File: src/rtl/dtwp_pkg.sv
// ----------------------------------------------------------------------------
// ----------------------------------------------------------------------------
package dtwp_pkg;

  // --------------------------------------------------------------------------
  // Register map
  // --------------------------------------------------------------------------
  localparam logic [31:0] TIMER_COUNTS_ADDR   = 32'h0009_0000;
  localparam logic [31:0] TIMER_CTRL_ONE_ADDR = 32'h0009_0004;
  localparam logic [31:0] WATCHDOG_CNT_ADDR   = 32'h0009_0008;
  localparam logic [31:0] PULSE_CFG_ADDR      = 32'h0009_000c;
  localparam logic [31:0] IRQ_STAT_CTRL_ADDR  = 32'h0009_0010;
  localparam logic [31:0] PIN_ROUTING_ADDR    = 32'h0009_0024;
  localparam logic [31:0] TIMER_RELOAD_ADDR   = 32'h0009_002c;

  // --------------------------------------------------------------------------
  // Field positions
  // --------------------------------------------------------------------------
  localparam int T1_PRESC_LSB    = 0;
  localparam int T2_PRESC_LSB    = 8;
  localparam int WD_PRESC_LSB    = 16;
  localparam int T1_HALT_BIT     = 28;
  localparam int T2_HALT_BIT     = 29;
  localparam int WD_HALT_BIT     = 30;
  localparam int WD_CLEAR_BIT    = 31;
  localparam int PW_WIDTH_LSB    = 10;
  localparam int PW_PRESC_LSB    = 20;
  localparam int IRQ_EN_LSB      = 4;
  localparam int WD_LEV_LSB      = 8;
  localparam int ROUTE_PIN0_BIT  = 0;
  localparam int ROUTE_PIN1_BIT  = 1;
  localparam int ROUTE_PIN2_BIT  = 2;
  localparam int IRQ_T1          = 0;
  localparam int IRQ_T2          = 1;
  localparam int IRQ_WD          = 2;
  localparam int IRQ_PW          = 3;

  // --------------------------------------------------------------------------
  // Reset values
  // --------------------------------------------------------------------------
  localparam logic [15:0] TIMER_CNT_RST   = 16'hffff;
  localparam logic [15:0] TIMER_RELOAD_RST = 16'h0000;
  localparam logic [7:0]  T1_PRESC_RST    = 8'hbb;
  localparam logic [7:0]  T2_PRESC_RST    = 8'h00;
  localparam logic [11:0] WD_PRESC_RST    = 12'h0bb;
  localparam logic [15:0] WD_CNT_RST      = 16'h0000;
  localparam logic [9:0]  PW_CNT_RST      = 10'h000;
  localparam logic [9:0]  PW_WIDTH_RST    = 10'h001;
  localparam logic [11:0] PW_PRESC_RST    = 12'h000;
  localparam logic [15:0] WD_LEV_RST      = 16'h8000;

  // --------------------------------------------------------------------------
  // Global reset pulse length in system clocks
  // --------------------------------------------------------------------------
  localparam int WD_RESET_NS     = 100;
  localparam int CLK_PERIOD_NS   = 10;
  localparam int WD_RESET_CYCLES = (WD_RESET_NS + CLK_PERIOD_NS - 1) / CLK_PERIOD_NS;

endpackage : dtwp_pkg

File: src/rtl/dtwp_timer_block.sv
// ----------------------------------------------------------------------------
// Two timers, watchdog and pulse counter with a register port
// ----------------------------------------------------------------------------
//
// Our own choice: the plain strobed port.
module dtwp_timer_block #(
  parameter int TW  = 16,
  parameter int PW  = 10
) (
  input  wire logic        mclk,
  input  wire logic        rst_n,
  input  wire logic        clk_en,
  input  wire logic [31:0] addr,
  input  wire logic [31:0] wdata,
  input  wire logic        wr,
  input  wire logic        rd,
  output logic      [31:0] rdata,
  output logic             timer_irq,
  output logic             first_timer_zero_out,
  output logic             second_timer_zero_out,
  output logic             pulse_pin_out,
  output logic             watchdog_carry_out
);
  import dtwp_pkg::*;

  // --------------------------------------------------------------------------
  // Register state
  // --------------------------------------------------------------------------
  logic [TW-1:0] first_timer_count_q;
  logic [TW-1:0] second_timer_count_q;
  logic [TW-1:0] first_reload_q;
  logic [TW-1:0] second_reload_q;
  logic [7:0]    first_presc_q;
  logic [7:0]    second_presc_q;
  logic [11:0]   wd_presc_q;
  logic          first_timer_halt_q;
  logic          second_timer_halt_q;
  logic          wd_halt_q;
  logic [15:0]   wd_cnt_q;
  logic [PW-1:0] pw_cnt_q;
  logic [PW-1:0] pulse_width_setting_q;
  logic [11:0]   pulse_prescale_value_q;
  logic [3:0]    irq_flag_q;
  logic [3:0]    irq_en_q;
  logic [15:0]   watchdog_warn_threshold_q;
  logic [2:0]    pin_routing_q;
  logic [31:0]   rdata_q;
  logic [3:0]    wd_rst_cnt_q;

  logic wr_counts;
  logic wr_ctrl;
  logic wr_wd;
  logic wr_pw;
  logic wr_irq;
  logic wr_route;
  logic wr_reload;
  logic t1_tick;
  logic t2_tick;
  logic wd_tick;
  logic pw_tick;
  logic t1_zero;
  logic t2_zero;
  logic wd_clear;
  logic wd_carry;
  logic wd_warn;
  logic pw_wrap;
  logic pw_level;
  logic [3:0] irq_event;

  // Strobes are qualified by the clock enable here, so a frozen block ignores the bus.
  assign wr_counts = clk_en && wr && (addr == TIMER_COUNTS_ADDR);
  assign wr_ctrl   = clk_en && wr && (addr == TIMER_CTRL_ONE_ADDR);
  assign wr_wd     = clk_en && wr && (addr == WATCHDOG_CNT_ADDR);
  assign wr_pw     = clk_en && wr && (addr == PULSE_CFG_ADDR);
  assign wr_irq    = clk_en && wr && (addr == IRQ_STAT_CTRL_ADDR);
  assign wr_route  = clk_en && wr && (addr == PIN_ROUTING_ADDR);
  assign wr_reload = clk_en && wr && (addr == TIMER_RELOAD_ADDR);

  // --------------------------------------------------------------------------
  // Prescalers
  // --------------------------------------------------------------------------
  // The pulse prescaler has no halt bit and runs whenever the clock enable is high.
  dtwp_prescaler #(.W(8)) u_presc_t1 (
    .mclk   (mclk),
    .rst_n  (rst_n),
    .clk_en (clk_en),
    .run    (!first_timer_halt_q),
    .div    (first_presc_q),
    .tick   (t1_tick)
  );

  dtwp_prescaler #(.W(8)) u_presc_t2 (
    .mclk   (mclk),
    .rst_n  (rst_n),
    .clk_en (clk_en),
    .run    (!second_timer_halt_q),
    .div    (second_presc_q),
    .tick   (t2_tick)
  );

  dtwp_prescaler #(.W(12)) u_presc_wd (
    .mclk   (mclk),
    .rst_n  (rst_n),
    .clk_en (clk_en),
    .run    (!wd_halt_q),
    .div    (wd_presc_q),
    .tick   (wd_tick)
  );

  dtwp_prescaler #(.W(12)) u_presc_pw (
    .mclk   (mclk),
    .rst_n  (rst_n),
    .clk_en (clk_en),
    .run    (1'b1),
    .div    (pulse_prescale_value_q),
    .tick   (pw_tick)
  );

  // --------------------------------------------------------------------------
  // General-purpose timers
  // --------------------------------------------------------------------------
  assign t1_zero = (first_timer_count_q == '0);
  assign t2_zero = (second_timer_count_q == '0);

  // The flag rises on the step that leaves zero, so a zero preload interrupts on every step.
  // One write loads both timers; software that retimes one must write the other back too.
  always_ff @(posedge mclk or negedge rst_n) begin
    if (!rst_n) begin
      first_timer_count_q <= TIMER_CNT_RST;
    end else if (wr_counts) begin
      first_timer_count_q <= wdata[TW-1:0];
    end else if (t1_tick) begin
      if (t1_zero) begin
        first_timer_count_q <= first_reload_q;
      end else begin
        first_timer_count_q <= first_timer_count_q - TW'(1);
      end
    end
  end

  always_ff @(posedge mclk or negedge rst_n) begin
    if (!rst_n) begin
      second_timer_count_q <= TIMER_CNT_RST;
    end else if (wr_counts) begin
      second_timer_count_q <= wdata[16 +: TW];
    end else if (t2_tick) begin
      if (t2_zero) begin
        second_timer_count_q <= second_reload_q;
      end else begin
        second_timer_count_q <= second_timer_count_q - TW'(1);
      end
    end
  end

  // A new preload takes effect only at the next reload, never cutting short the running period.
  always_ff @(posedge mclk or negedge rst_n) begin
    if (!rst_n) begin
      first_reload_q  <= TIMER_RELOAD_RST;
      second_reload_q <= TIMER_RELOAD_RST;
    end else if (wr_reload) begin
      first_reload_q  <= wdata[TW-1:0];
      second_reload_q <= wdata[16 +: TW];
    end
  end

  // --------------------------------------------------------------------------
  // Control register
  // --------------------------------------------------------------------------
  // Halting gates the prescaler as well, so a restarted timer resumes mid-period.
  always_ff @(posedge mclk or negedge rst_n) begin
    if (!rst_n) begin
      first_presc_q       <= T1_PRESC_RST;
      second_presc_q      <= T2_PRESC_RST;
      wd_presc_q          <= WD_PRESC_RST;
      first_timer_halt_q  <= 1'b0;
      second_timer_halt_q <= 1'b0;
      wd_halt_q           <= 1'b0;
    end else if (wr_ctrl) begin
      first_presc_q       <= wdata[T1_PRESC_LSB +: 8];
      second_presc_q      <= wdata[T2_PRESC_LSB +: 8];
      wd_presc_q          <= wdata[WD_PRESC_LSB +: 12];
      first_timer_halt_q  <= wdata[T1_HALT_BIT];
      second_timer_halt_q <= wdata[T2_HALT_BIT];
      wd_halt_q           <= wdata[WD_HALT_BIT];
    end
  end

  // --------------------------------------------------------------------------
  // Watchdog
  // --------------------------------------------------------------------------
  // The clear bit is never stored, so it always reads back as zero.
  assign wd_clear = wr_ctrl && wdata[WD_CLEAR_BIT];
  // A restart landing on the elapsing step wins, so software that restarts in time never sees a reset.
  assign wd_carry = wd_tick && (wd_cnt_q == 16'hffff) && !wd_clear && !wr_wd;
  // The warning compares with the value being stepped into, so it fires as the threshold is reached.
  assign wd_warn  = wd_tick && ((wd_cnt_q + 16'h0001) == watchdog_warn_threshold_q);

  // A clear and a count write cannot share a cycle, since they use different addresses.
  always_ff @(posedge mclk or negedge rst_n) begin
    if (!rst_n) begin
      wd_cnt_q <= WD_CNT_RST;
    end else if (wd_clear) begin
      wd_cnt_q <= '0;
    end else if (wr_wd) begin
      wd_cnt_q <= wdata[15:0];
    end else if (wd_tick) begin
      wd_cnt_q <= wd_cnt_q + 16'h0001;
    end
  end

  // Global reset is stretched so the rest of the chip sees a clean pulse.
  always_ff @(posedge mclk or negedge rst_n) begin
    if (!rst_n) begin
      wd_rst_cnt_q <= '0;
    end else if (clk_en) begin
      if (wd_carry) begin
        wd_rst_cnt_q <= 4'(WD_RESET_CYCLES);
      end else if (wd_rst_cnt_q != '0) begin
        wd_rst_cnt_q <= wd_rst_cnt_q - 4'h1;
      end
    end
  end

  // The reset request leaves a flip-flop so the rest of the chip never sees a decode glitch.
  always_ff @(posedge mclk or negedge rst_n) begin
    if (!rst_n) begin
      watchdog_carry_out <= 1'b0;
    end else if (clk_en) begin
      watchdog_carry_out <= wd_carry || (wd_rst_cnt_q > 4'h1);
    end
  end

  // --------------------------------------------------------------------------
  // Pulse counter
  // --------------------------------------------------------------------------
  assign pw_wrap = pw_tick && (pw_cnt_q == {PW{1'b1}});

  always_ff @(posedge mclk or negedge rst_n) begin
    if (!rst_n) begin
      pulse_width_setting_q  <= PW_WIDTH_RST;
      pulse_prescale_value_q <= PW_PRESC_RST;
    end else if (wr_pw) begin
      pulse_width_setting_q  <= wdata[PW_WIDTH_LSB +: PW];
      pulse_prescale_value_q <= wdata[PW_PRESC_LSB +: 12];
    end
  end

  // A configuration write also loads the count from its low bits, which is how a handler rearms a plain counter.
  always_ff @(posedge mclk or negedge rst_n) begin
    if (!rst_n) begin
      pw_cnt_q <= PW_CNT_RST;
    end else if (wr_pw) begin
      pw_cnt_q <= wdata[PW-1:0];
    end else if (pw_tick) begin
      pw_cnt_q <= pw_cnt_q + PW'(1);
    end
  end

  // Level of the pulse before routing; it is low while the count is below the width.
  assign pw_level = (pw_cnt_q >= pulse_width_setting_q);

  // --------------------------------------------------------------------------
  // Interrupt status and enables
  // --------------------------------------------------------------------------
  assign irq_event = {pw_wrap, wd_warn, t2_tick && t2_zero, t1_tick && t1_zero};

  // Hardware set wins over a software zero written in the same cycle.
  always_ff @(posedge mclk or negedge rst_n) begin
    if (!rst_n) begin
      irq_flag_q <= '0;
    end else if (clk_en) begin
      if (wr_irq) begin
        irq_flag_q <= (irq_flag_q & wdata[3:0]) | irq_event;
      end else begin
        irq_flag_q <= irq_flag_q | irq_event;
      end
    end
  end

  // Enables share the register with the flags, so every flag write rewrites them too.
  always_ff @(posedge mclk or negedge rst_n) begin
    if (!rst_n) begin
      irq_en_q                  <= '0;
      watchdog_warn_threshold_q <= WD_LEV_RST;
    end else if (wr_irq) begin
      irq_en_q                  <= wdata[IRQ_EN_LSB +: 4];
      watchdog_warn_threshold_q <= wdata[WD_LEV_LSB +: 16];
    end
  end

  // Flags record events regardless; only enabled ones reach the processor.
  assign timer_irq = |(irq_flag_q & irq_en_q);

  // --------------------------------------------------------------------------
  // Pin routing
  // --------------------------------------------------------------------------
  // Pins follow the counts one cycle late because they leave through a register.
  always_ff @(posedge mclk or negedge rst_n) begin
    if (!rst_n) begin
      pin_routing_q <= '0;
    end else if (wr_route) begin
      pin_routing_q <= wdata[2:0];
    end
  end

  always_ff @(posedge mclk or negedge rst_n) begin
    if (!rst_n) begin
      first_timer_zero_out  <= 1'b0;
      second_timer_zero_out <= 1'b0;
      pulse_pin_out         <= 1'b0;
    end else if (clk_en) begin
      first_timer_zero_out  <= pin_routing_q[ROUTE_PIN0_BIT] && t1_zero;
      second_timer_zero_out <= pin_routing_q[ROUTE_PIN1_BIT] && t2_zero;
      pulse_pin_out         <= pin_routing_q[ROUTE_PIN2_BIT] && pw_level;
    end
  end

  // --------------------------------------------------------------------------
  // Read port
  // --------------------------------------------------------------------------
  // Read data stand for one enabled cycle only and return to zero, so a stale word never looks fresh.
  always_ff @(posedge mclk or negedge rst_n) begin
    if (!rst_n) begin
      rdata_q <= '0;
    end else if (clk_en) begin
      if (rd) begin
        case (addr)
          TIMER_COUNTS_ADDR:   rdata_q <= {second_timer_count_q, first_timer_count_q};
          TIMER_CTRL_ONE_ADDR: rdata_q <= {1'b0, wd_halt_q, second_timer_halt_q, first_timer_halt_q,
                                           wd_presc_q, second_presc_q, first_presc_q};
          WATCHDOG_CNT_ADDR:   rdata_q <= {16'h0000, wd_cnt_q};
          PULSE_CFG_ADDR:      rdata_q <= {pulse_prescale_value_q, pulse_width_setting_q, pw_cnt_q};
          IRQ_STAT_CTRL_ADDR:  rdata_q <= {8'h00, watchdog_warn_threshold_q, irq_en_q, irq_flag_q};
          PIN_ROUTING_ADDR:    rdata_q <= {29'h0000_0000, pin_routing_q};
          TIMER_RELOAD_ADDR:   rdata_q <= {second_reload_q, first_reload_q};
          default:             rdata_q <= 32'h0000_0000;
        endcase
      end else begin
        rdata_q <= 32'h0000_0000;
      end
    end
  end

  assign rdata = rdata_q;

endmodule // dtwp_timer_block

File: src/rtl/dtwp_prescaler.sv
// ----------------------------------------------------------------------------
// Prescaler: one-cycle tick every (div + 1) enabled clocks
// ----------------------------------------------------------------------------
module dtwp_prescaler #(
  parameter int W = 8
) (
  input  wire logic         mclk,
  input  wire logic         rst_n,
  input  wire logic         clk_en,
  input  wire logic         run,
  input  wire logic [W-1:0] div,
  output logic              tick
);
  import dtwp_pkg::*;

  logic [W-1:0] cnt_q;

  // A divider of zero ticks every cycle so the counter runs at full rate.
  assign tick = clk_en && run && (cnt_q >= div);

  always_ff @(posedge mclk or negedge rst_n) begin
    if (!rst_n) begin
      cnt_q <= '0;
    end else if (clk_en && run) begin
      if (tick) begin
        cnt_q <= '0;
      end else begin
        cnt_q <= cnt_q + W'(1);
      end
    end
  end

endmodule // dtwp_prescaler

File: config.mk
export PLATFORM = sky130hd
export DESIGN_NAME = dtwp_timer_block
export DESIGN_NICKNAME = d
export VERILOG_FILES = /design/src/rtl/dtwp_pkg.sv /design/src/rtl/dtwp_timer_block.sv /design/src/rtl/dtwp_prescaler.sv
export SDC_FILE = /design/constraint.sdc
export NUM_CORES = 1
export LEC_CHECK = 0
export BUFFER_PORTS_ARGS = -buffer_cell sky130_fd_sc_hd__buf_2
export CAP_MARGIN = 20
export CORE_MARGIN = 3
export CORE_UTILIZATION = 46
export DETAILED_ROUTE_END_ITERATION = 6
export PLACE_DENSITY_LB_ADDON = 0.1
export SLEW_MARGIN = 20
export SYNTH_ARGS = -nofsm -noshare
export SYNTH_HDL_FRONTEND = slang
export SYNTH_HIERARCHICAL = 1
export SYNTH_SLANG_ARGS = --single-unit
File: constraint.sdc
create_clock -name mclk -period 3.7 [get_ports mclk]
set_clock_uncertainty 0.2 [all_clocks]
set_input_delay 0.185 -clock mclk [delete_from_list [all_inputs] [get_ports mclk]]
set_output_delay 0.185 -clock mclk [all_outputs]
set_load 0.1 [all_outputs]
# ---- Word-level counts from Yosys, hierarchy flattened
# Cells that the tools add are included.
dict set report classes {
  n_eq_ne 10
  addsub 9
  n_lt_le_gt_ge 6
  n_mux 20
  bitwise_logic 4
  reduce_logical 42
}
# cell count
set op_table {}
lappend op_table {{$eq 32x20->1 const B} 7}
lappend op_table {{$pmux 32 s7} 1}
lappend op_table {{$mux 16} 9}
lappend op_table {{$logic_not 16->1} 2}
lappend op_table {{$mux 32} 1}
lappend op_table {{$sub 16x1->16 const B} 2}
lappend op_table {{$logic_and 1x1->1} 26}
lappend op_table {{$add 12x1->12 const B} 2}
lappend op_table {{$ge 12x12->1} 2}
lappend op_table {{$mux 12} 2}
lappend op_table {{$mux 10} 2}
lappend op_table {{$add 16x1->16 const B} 1}
lappend op_table {{$add 8x1->8 const B} 2}
lappend op_table {{$eq 16x16->1} 1}
lappend op_table {{$eq 16x16->1 const B} 1}
lappend op_table {{$ge 8x8->1} 2}
lappend op_table {{$mux 8} 2}
lappend op_table {{$mux 4} 3}
lappend op_table {{$add 10x1->10 const B} 1}
lappend op_table {{$eq 10x10->1 const B} 1}
lappend op_table {{$ge 10x10->1} 1}
lappend op_table {{$and 4x4->4} 2}
lappend op_table {{$or 4x4->4} 2}
lappend op_table {{$reduce_bool 2->1} 4}
lappend op_table {{other kinds (8)} 12}
dict set report totals {
  word_cells 119
  reg_bits 250
}

# ---- Logic depth before layout (Yosys ltp)
dict set report logic_depth {
  depth_word 8
  depth_mapped 12
  ltp_nobuf 12
}

# ---- Cells and area by module
# The synthesis kept the hierarchy.
# mod instances cells_each seq_area_each_um2 area_per_inst_um2
set modules_own_cells {}
lappend modules_own_cells {dtwp_timer_block 1 1142 5312.6 12000.3}
lappend modules_own_cells {{dtwp_prescaler (u_presc_pw ...)} 2 102 300.3 909.6}
lappend modules_own_cells {{dtwp_prescaler (u_presc_t1 ...)} 2 66 200.2 636.9}

# ---- Least setup slack after synthesis
# OpenSTA, ideal clock, no wires.
dict set report synth_timing {
  path_type {register to register}
  from {reg wd_presc_q[7]}
  to {reg wd_rst_cnt_q[0]}
  path_buffers 1
  path_stages_with_launch 12
  arrival_ps 2613
  slack_ps 762
  period_less_slack_ps 2938
  path_cell_list {dfstp_2 inv_1 ha_1 nand2_1 nor3_4 o311ai_4 a21oi_4 clkbuf_1 nand4_1 a31oi_1 and3b_1 mux2_2}
}
dict set report synth_between {
  elab_chain_len 7
}
# item line
set synth_rtl {}
lappend synth_rtl {{from (decl)} dtwp_timer_block.sv:35} ;# logic [11:0] wd_presc_q;
lappend synth_rtl {{from (signal assigned)} dtwp_timer_block.sv:181} ;# wd_presc_q <= wdata[WD_PRESC_LSB +: 12];
lappend synth_rtl {{$ge 12x12->1 (*)} dtwp_prescaler.sv:19} ;# assign tick = clk_en && run && (cnt_q >= div);
lappend synth_rtl {{$logic_and 1x1->1 (*)} dtwp_prescaler.sv:19}
lappend synth_rtl {{net wd_tick} dtwp_timer_block.sv:59} ;# logic wd_tick;
lappend synth_rtl {{$logic_and 1x1->1 (*) (3 in series)} dtwp_timer_block.sv:194} ;# assign wd_carry = wd_tick && (wd_cnt_q == 16'hffff) && !wd_clear && !wr_wd;
lappend synth_rtl {{$reduce_bool 2->1 (no line)} -}
lappend synth_rtl {{$reduce_and 2->1 (no line)} -}
lappend synth_rtl {{to (signal assigned)} dtwp_timer_block.sv:217} ;# wd_rst_cnt_q <= 4'(WD_RESET_CYCLES);
lappend synth_rtl {{to (signal assigned)} dtwp_timer_block.sv:219} ;# wd_rst_cnt_q <= wd_rst_cnt_q - 4'h1;
lappend synth_rtl {{to (decl)} dtwp_timer_block.sv:48} ;# logic [3:0] wd_rst_cnt_q;
# The timed path passes the listed nets; every way through them passes the cells marked *.
# A chain may end at the register's enable or synchronous reset.

# ---- Final worst setup path
dict set report layout_timing {
  from {reg first_timer_count_q[1]}
  to {reg first_timer_count_q[5]}
}
dict set report layout_between {
  elab_chain_len 4
}
# item line
set layout_rtl {}
lappend layout_rtl {{from (decl)} dtwp_timer_block.sv:29} ;# logic [TW-1:0] first_timer_count_q;
lappend layout_rtl {{from (signal assigned)} dtwp_timer_block.sv:131} ;# first_timer_count_q <= wdata[TW-1:0];
lappend layout_rtl {{from (signal assigned)} dtwp_timer_block.sv:134} ;# first_timer_count_q <= first_reload_q;
lappend layout_rtl {{from (signal assigned)} dtwp_timer_block.sv:136} ;# first_timer_count_q <= first_timer_count_q - TW'(1);
lappend layout_rtl {{$sub 16x1->16 / $logic_not 16->1 (equally long branches)} {dtwp_timer_block.sv:136, dtwp_timer_block.sv:122}}
lappend layout_rtl {{$mux 16 (*)} dtwp_timer_block.sv:133} ;# if (t1_zero) begin
lappend layout_rtl {{$mux 16 (*)} dtwp_timer_block.sv:132} ;# end else if (t1_tick) begin
lappend layout_rtl {{$mux 16 (*)} dtwp_timer_block.sv:130} ;# end else if (wr_counts) begin
# Mark *: on every way between the ends. The rest lies on a longest branch, timed or not. The select of a mux whose other input is x is not followed.

==> impl_metrics.yaml <==
clock_tree:
  cts_root_buffer: "clkbuf_16"
  cts_setup_buffers: 0
  clkSinkCount: 250
  clock_latency_ns: 0.58
  cts.clk_slew.worst_paths_ns: 0.06
  numCtsBuffers: 30
  cts_tree: "done"
  cts_buffer_depth: 3
  cts-htree-levels: 1
worst_setup_path:
  crit_required_ns: 4.00
  r2r-end: "first_timer_count_q[5]"
  crit_type: "flop to flop"
  rrSetupSlack_ns: 0.23
  path_max_fanout: 12
  startpoint_type: "flop"
  reg2reg_from: "first_timer_count_q[1]"
  cp-end-kind: "flop"
  cp.arrival_ns: 3.76
  r2r_cells: 9
sta:
  setup_viol: 0
  max_slew_margin_pct: 43.1
  fmax_mhz: 289
  worstMarginPinSlew_ns: 0.854
  min_period_ns: 3.47
  finalCritPeriodShare_pct: 93.7
  rsz0062_at_grt: "false"
  hold_ws_ns: -0.00518
  finalSetupTns_ns: 0
  maxSlewViolCount: 0
  hold_viol_final: 14
place:
  io_buffers: 105
  finalWeightedCongestion: 0.911
  dp_hpwl_um: 34500
synth:
  synth_ff_type: "dfrtp_1"
  yosysUniqueCellTypes: 84
  ys_ff_latch: 250
  async_flop_share_pct: 100
  synth.area.top_cells: "dfrtp_1, dfstp_2, mux2_2, ha_1, nor2_1"
  synth_area_leader_cell: "dfrtp_1"
  synth_top_area_share_pct: 33.8
  synthCells: 1478
  syn_avg_cell_area_um2: 10.2
  yosysWarningCount: 6
  yosysSeqAreaShare_pct: 41.8
  synth_edf_count: 0
  synthesis.area_mm2: 0.0151
global_route:
  grt_overflow: 0
  grt_use_total_pct: 26.8
  grt_max_degree: 82
  antenna_found_initial: 0
  grt_pass1_wl_um: 73900
  grt_pass1_vias: 12442
run_status:
  status: "complete, but fails checks"
  violations: "negative hold slack"
power:
  leakagePower_nw: 8.08
  p_total_mw: 7.62
  peakVddDrop_v: 0.000459
  power_density_mw_per_mm2: 432
drt:
  via_per_inst: 5.91
  detail-route-antenna-nets: 0
  dr_total_vias: 12330
  drc: 0
  dr.first_iter.drc_count: 947
  wl_per_cell_um: 22.7
  wl_um: 47400
  dr.pass1.iters: 6
final_layout:
  n_fill_cell: 2860
  finalNetCount: 1757
  drive_above_1_share_pct: 25.6
  antenna_cells: 0
  areaGrowthSynthToFinish_pct: 17.0
die:
  rows: 65
  die_area_mm2: 0.0350
  dieHeight_um: 187
  start_util_pct: 47.2
  pin_count: 106
  die_w_um: 187
  coreArea_mm2: 0.0320
run:
  maxCapViolations: 0
hold_path:
  hold_path.class: "primary input to asynchronous set/reset pin"
final cells by class:
type / count / area [µm²] / area share, %
multi-input combinational: 1049 / 8080 / 45.8
clock inverter: 14 / 133 / 0.751
clock buffer: 42 / 907 / 5.14
tap: 435 / 544 / 3.08
sequential: 250 / 6310 / 35.8
inverter: 111 / 417 / 2.36
timing repair buffer: 185 / 1260 / 7.14
kinds of logic after synthesis:
family                   count (synthesis)  share of synthesized area, %
adder cells (fa/ha/maj)                 61                          5.06
flip-flops                             250                          41.8
other                                    1                        0.0248
XOR/XNOR                                69                          4.00
buffers and inverters                  181                          4.86
multiplexers                           175                          14.4
AO/OA/AOI/OAI                          308                          14.4
AND/OR/NAND/NOR                        433                          15.4
cells in the mapped netlist (14+ instances only):
library cell and count:
mux2_4 30, ha_1 61, a21o_1 17, mux2_2 87, nand2_1 90, inv_1 111, o21ai_0 71, dfstp_2 46
xnor2_1 35, dfrtp_1 204, nand4_1 24, nor3_1 21, o21a_1 20, a21oi_1 56, buf_2 16, nand3_1 56
clkbuf_1 48, xor2_1 34, nor2_1 123, mux2i_1 40, a222oi_1 14, o22ai_1 36
worst max-delay path, stage by stage (launching register included):
cell and delay, ns:
dfstp_2 0.40, inv_1 0.08, ha_1 0.21, or3b_2 0.56, nor3_1 0.39, nand2_1 0.43, a2bb2oi_1 0.26, o22ai_1 0.20
o21ai_0 0.09, dlygate4sd3_1 0.56
how the worst max path moves through the flow:
stage,start,to,slack [ns],cells after the start
3_5_place_dp,wd_presc_q[7],wd_rst_cnt_q[0],0.49,10
2_1_floorplan,wd_presc_q[7],wd_rst_cnt_q[0],0.76,11
6_report,first_timer_count_q[1],first_timer_count_q[5],0.23,9
4_1_cts,first_timer_count_q[1],first_timer_count_q[5],0.29,9
3_3_place_gp,wd_presc_q[7],wd_rst_cnt_q[0],0.53,10
5_1_grt,first_timer_count_q[1],first_timer_count_q[5],0.07,9
where the power goes:
part / total [mW] / internal, mW / switching [mW]
sequential: 3.40 / 2.99 / 0.407
combinational: 1.15 / 0.523 / 0.626
clock: 3.07 / 1.84 / 1.23
total: 7.62 / 5.36 / 2.26
repair_timing:
item,4_1_cts,5_1_grt
gates resized for setup,0,0
hold endpoints to repair,298,0
hold buffers,45,0
routing by layer:
metal  global-route usage, %  vias to the layer above  wire [µm]
li1                        -                     5646          -
met1                    36.4                     6126      20200
met2                    44.0                      458      22500
met3                    4.46                      100       3100
met4                    8.49                        0       1560
met5                       0                        -          0
cell usage in the layout (no fill, tap or decap), drive strengths merged, types with 7 or more instances in the layout:
| cell type | count |
|---|---|
| o22ai | 36 |
| a222oi | 14 |
| buf | 140 |
| inv | 112 |
| o21a | 20 |
| or2 | 7 |
| dfrtp | 204 |
| nor3 | 26 |
| ha | 61 |
| dlygate4sd3 | 45 |
| clkbuf | 42 |
| clkinv | 9 |
| mux2 | 123 |
| a21oi | 60 |
| a22oi | 13 |
| xor2 | 34 |
| nand4 | 25 |
| mux2i | 40 |
| dfstp | 46 |
| and4 | 7 |
| nand2 | 98 |
| xnor2 | 35 |
| o311ai | 9 |
| or3 | 14 |
| nor2 | 125 |
| a22o | 10 |
| nand3 | 56 |
| a21o | 17 |
| and3 | 7 |
| nor4 | 17 |
| a2bb2oi | 8 |
| or4 | 9 |
| mux4 | 12 |
| nor2b | 11 |
| o21ai | 74 |
| o31ai | 13 |
state kept, by name, indices dropped and copies added, names as in the netlist, 12 cells and up:
register / cells
first_reload_q: 16
first_timer_count_q: 16
pulse_prescale_value_q: 12
rdata: 32
second_reload_q: 16
second_timer_count_q: 16
u_presc_pw/cnt_q: 12
u_presc_wd/cnt_q: 12
watchdog_warn_threshold_q: 16
wd_cnt_q: 16
wd_presc_q: 12
metrics by stage:
step                cell area (µm²)  utilization (%)  instances  setup slack, ns  hold WS, ns
global placement              16200             50.6       1985            0.528       0.0294
floorplan                     15100                -       1480            0.762       -0.311
finish                        17700             55.2       2086            0.235     -0.00518
CTS                           17700             55.2       2086            0.293       0.0261
detailed placement            16200             50.6       1985            0.487       0.0318
global route                  17700             55.2       2086           0.0668       0.0529
Note: power is estimated with default switching activity, not from simulation.
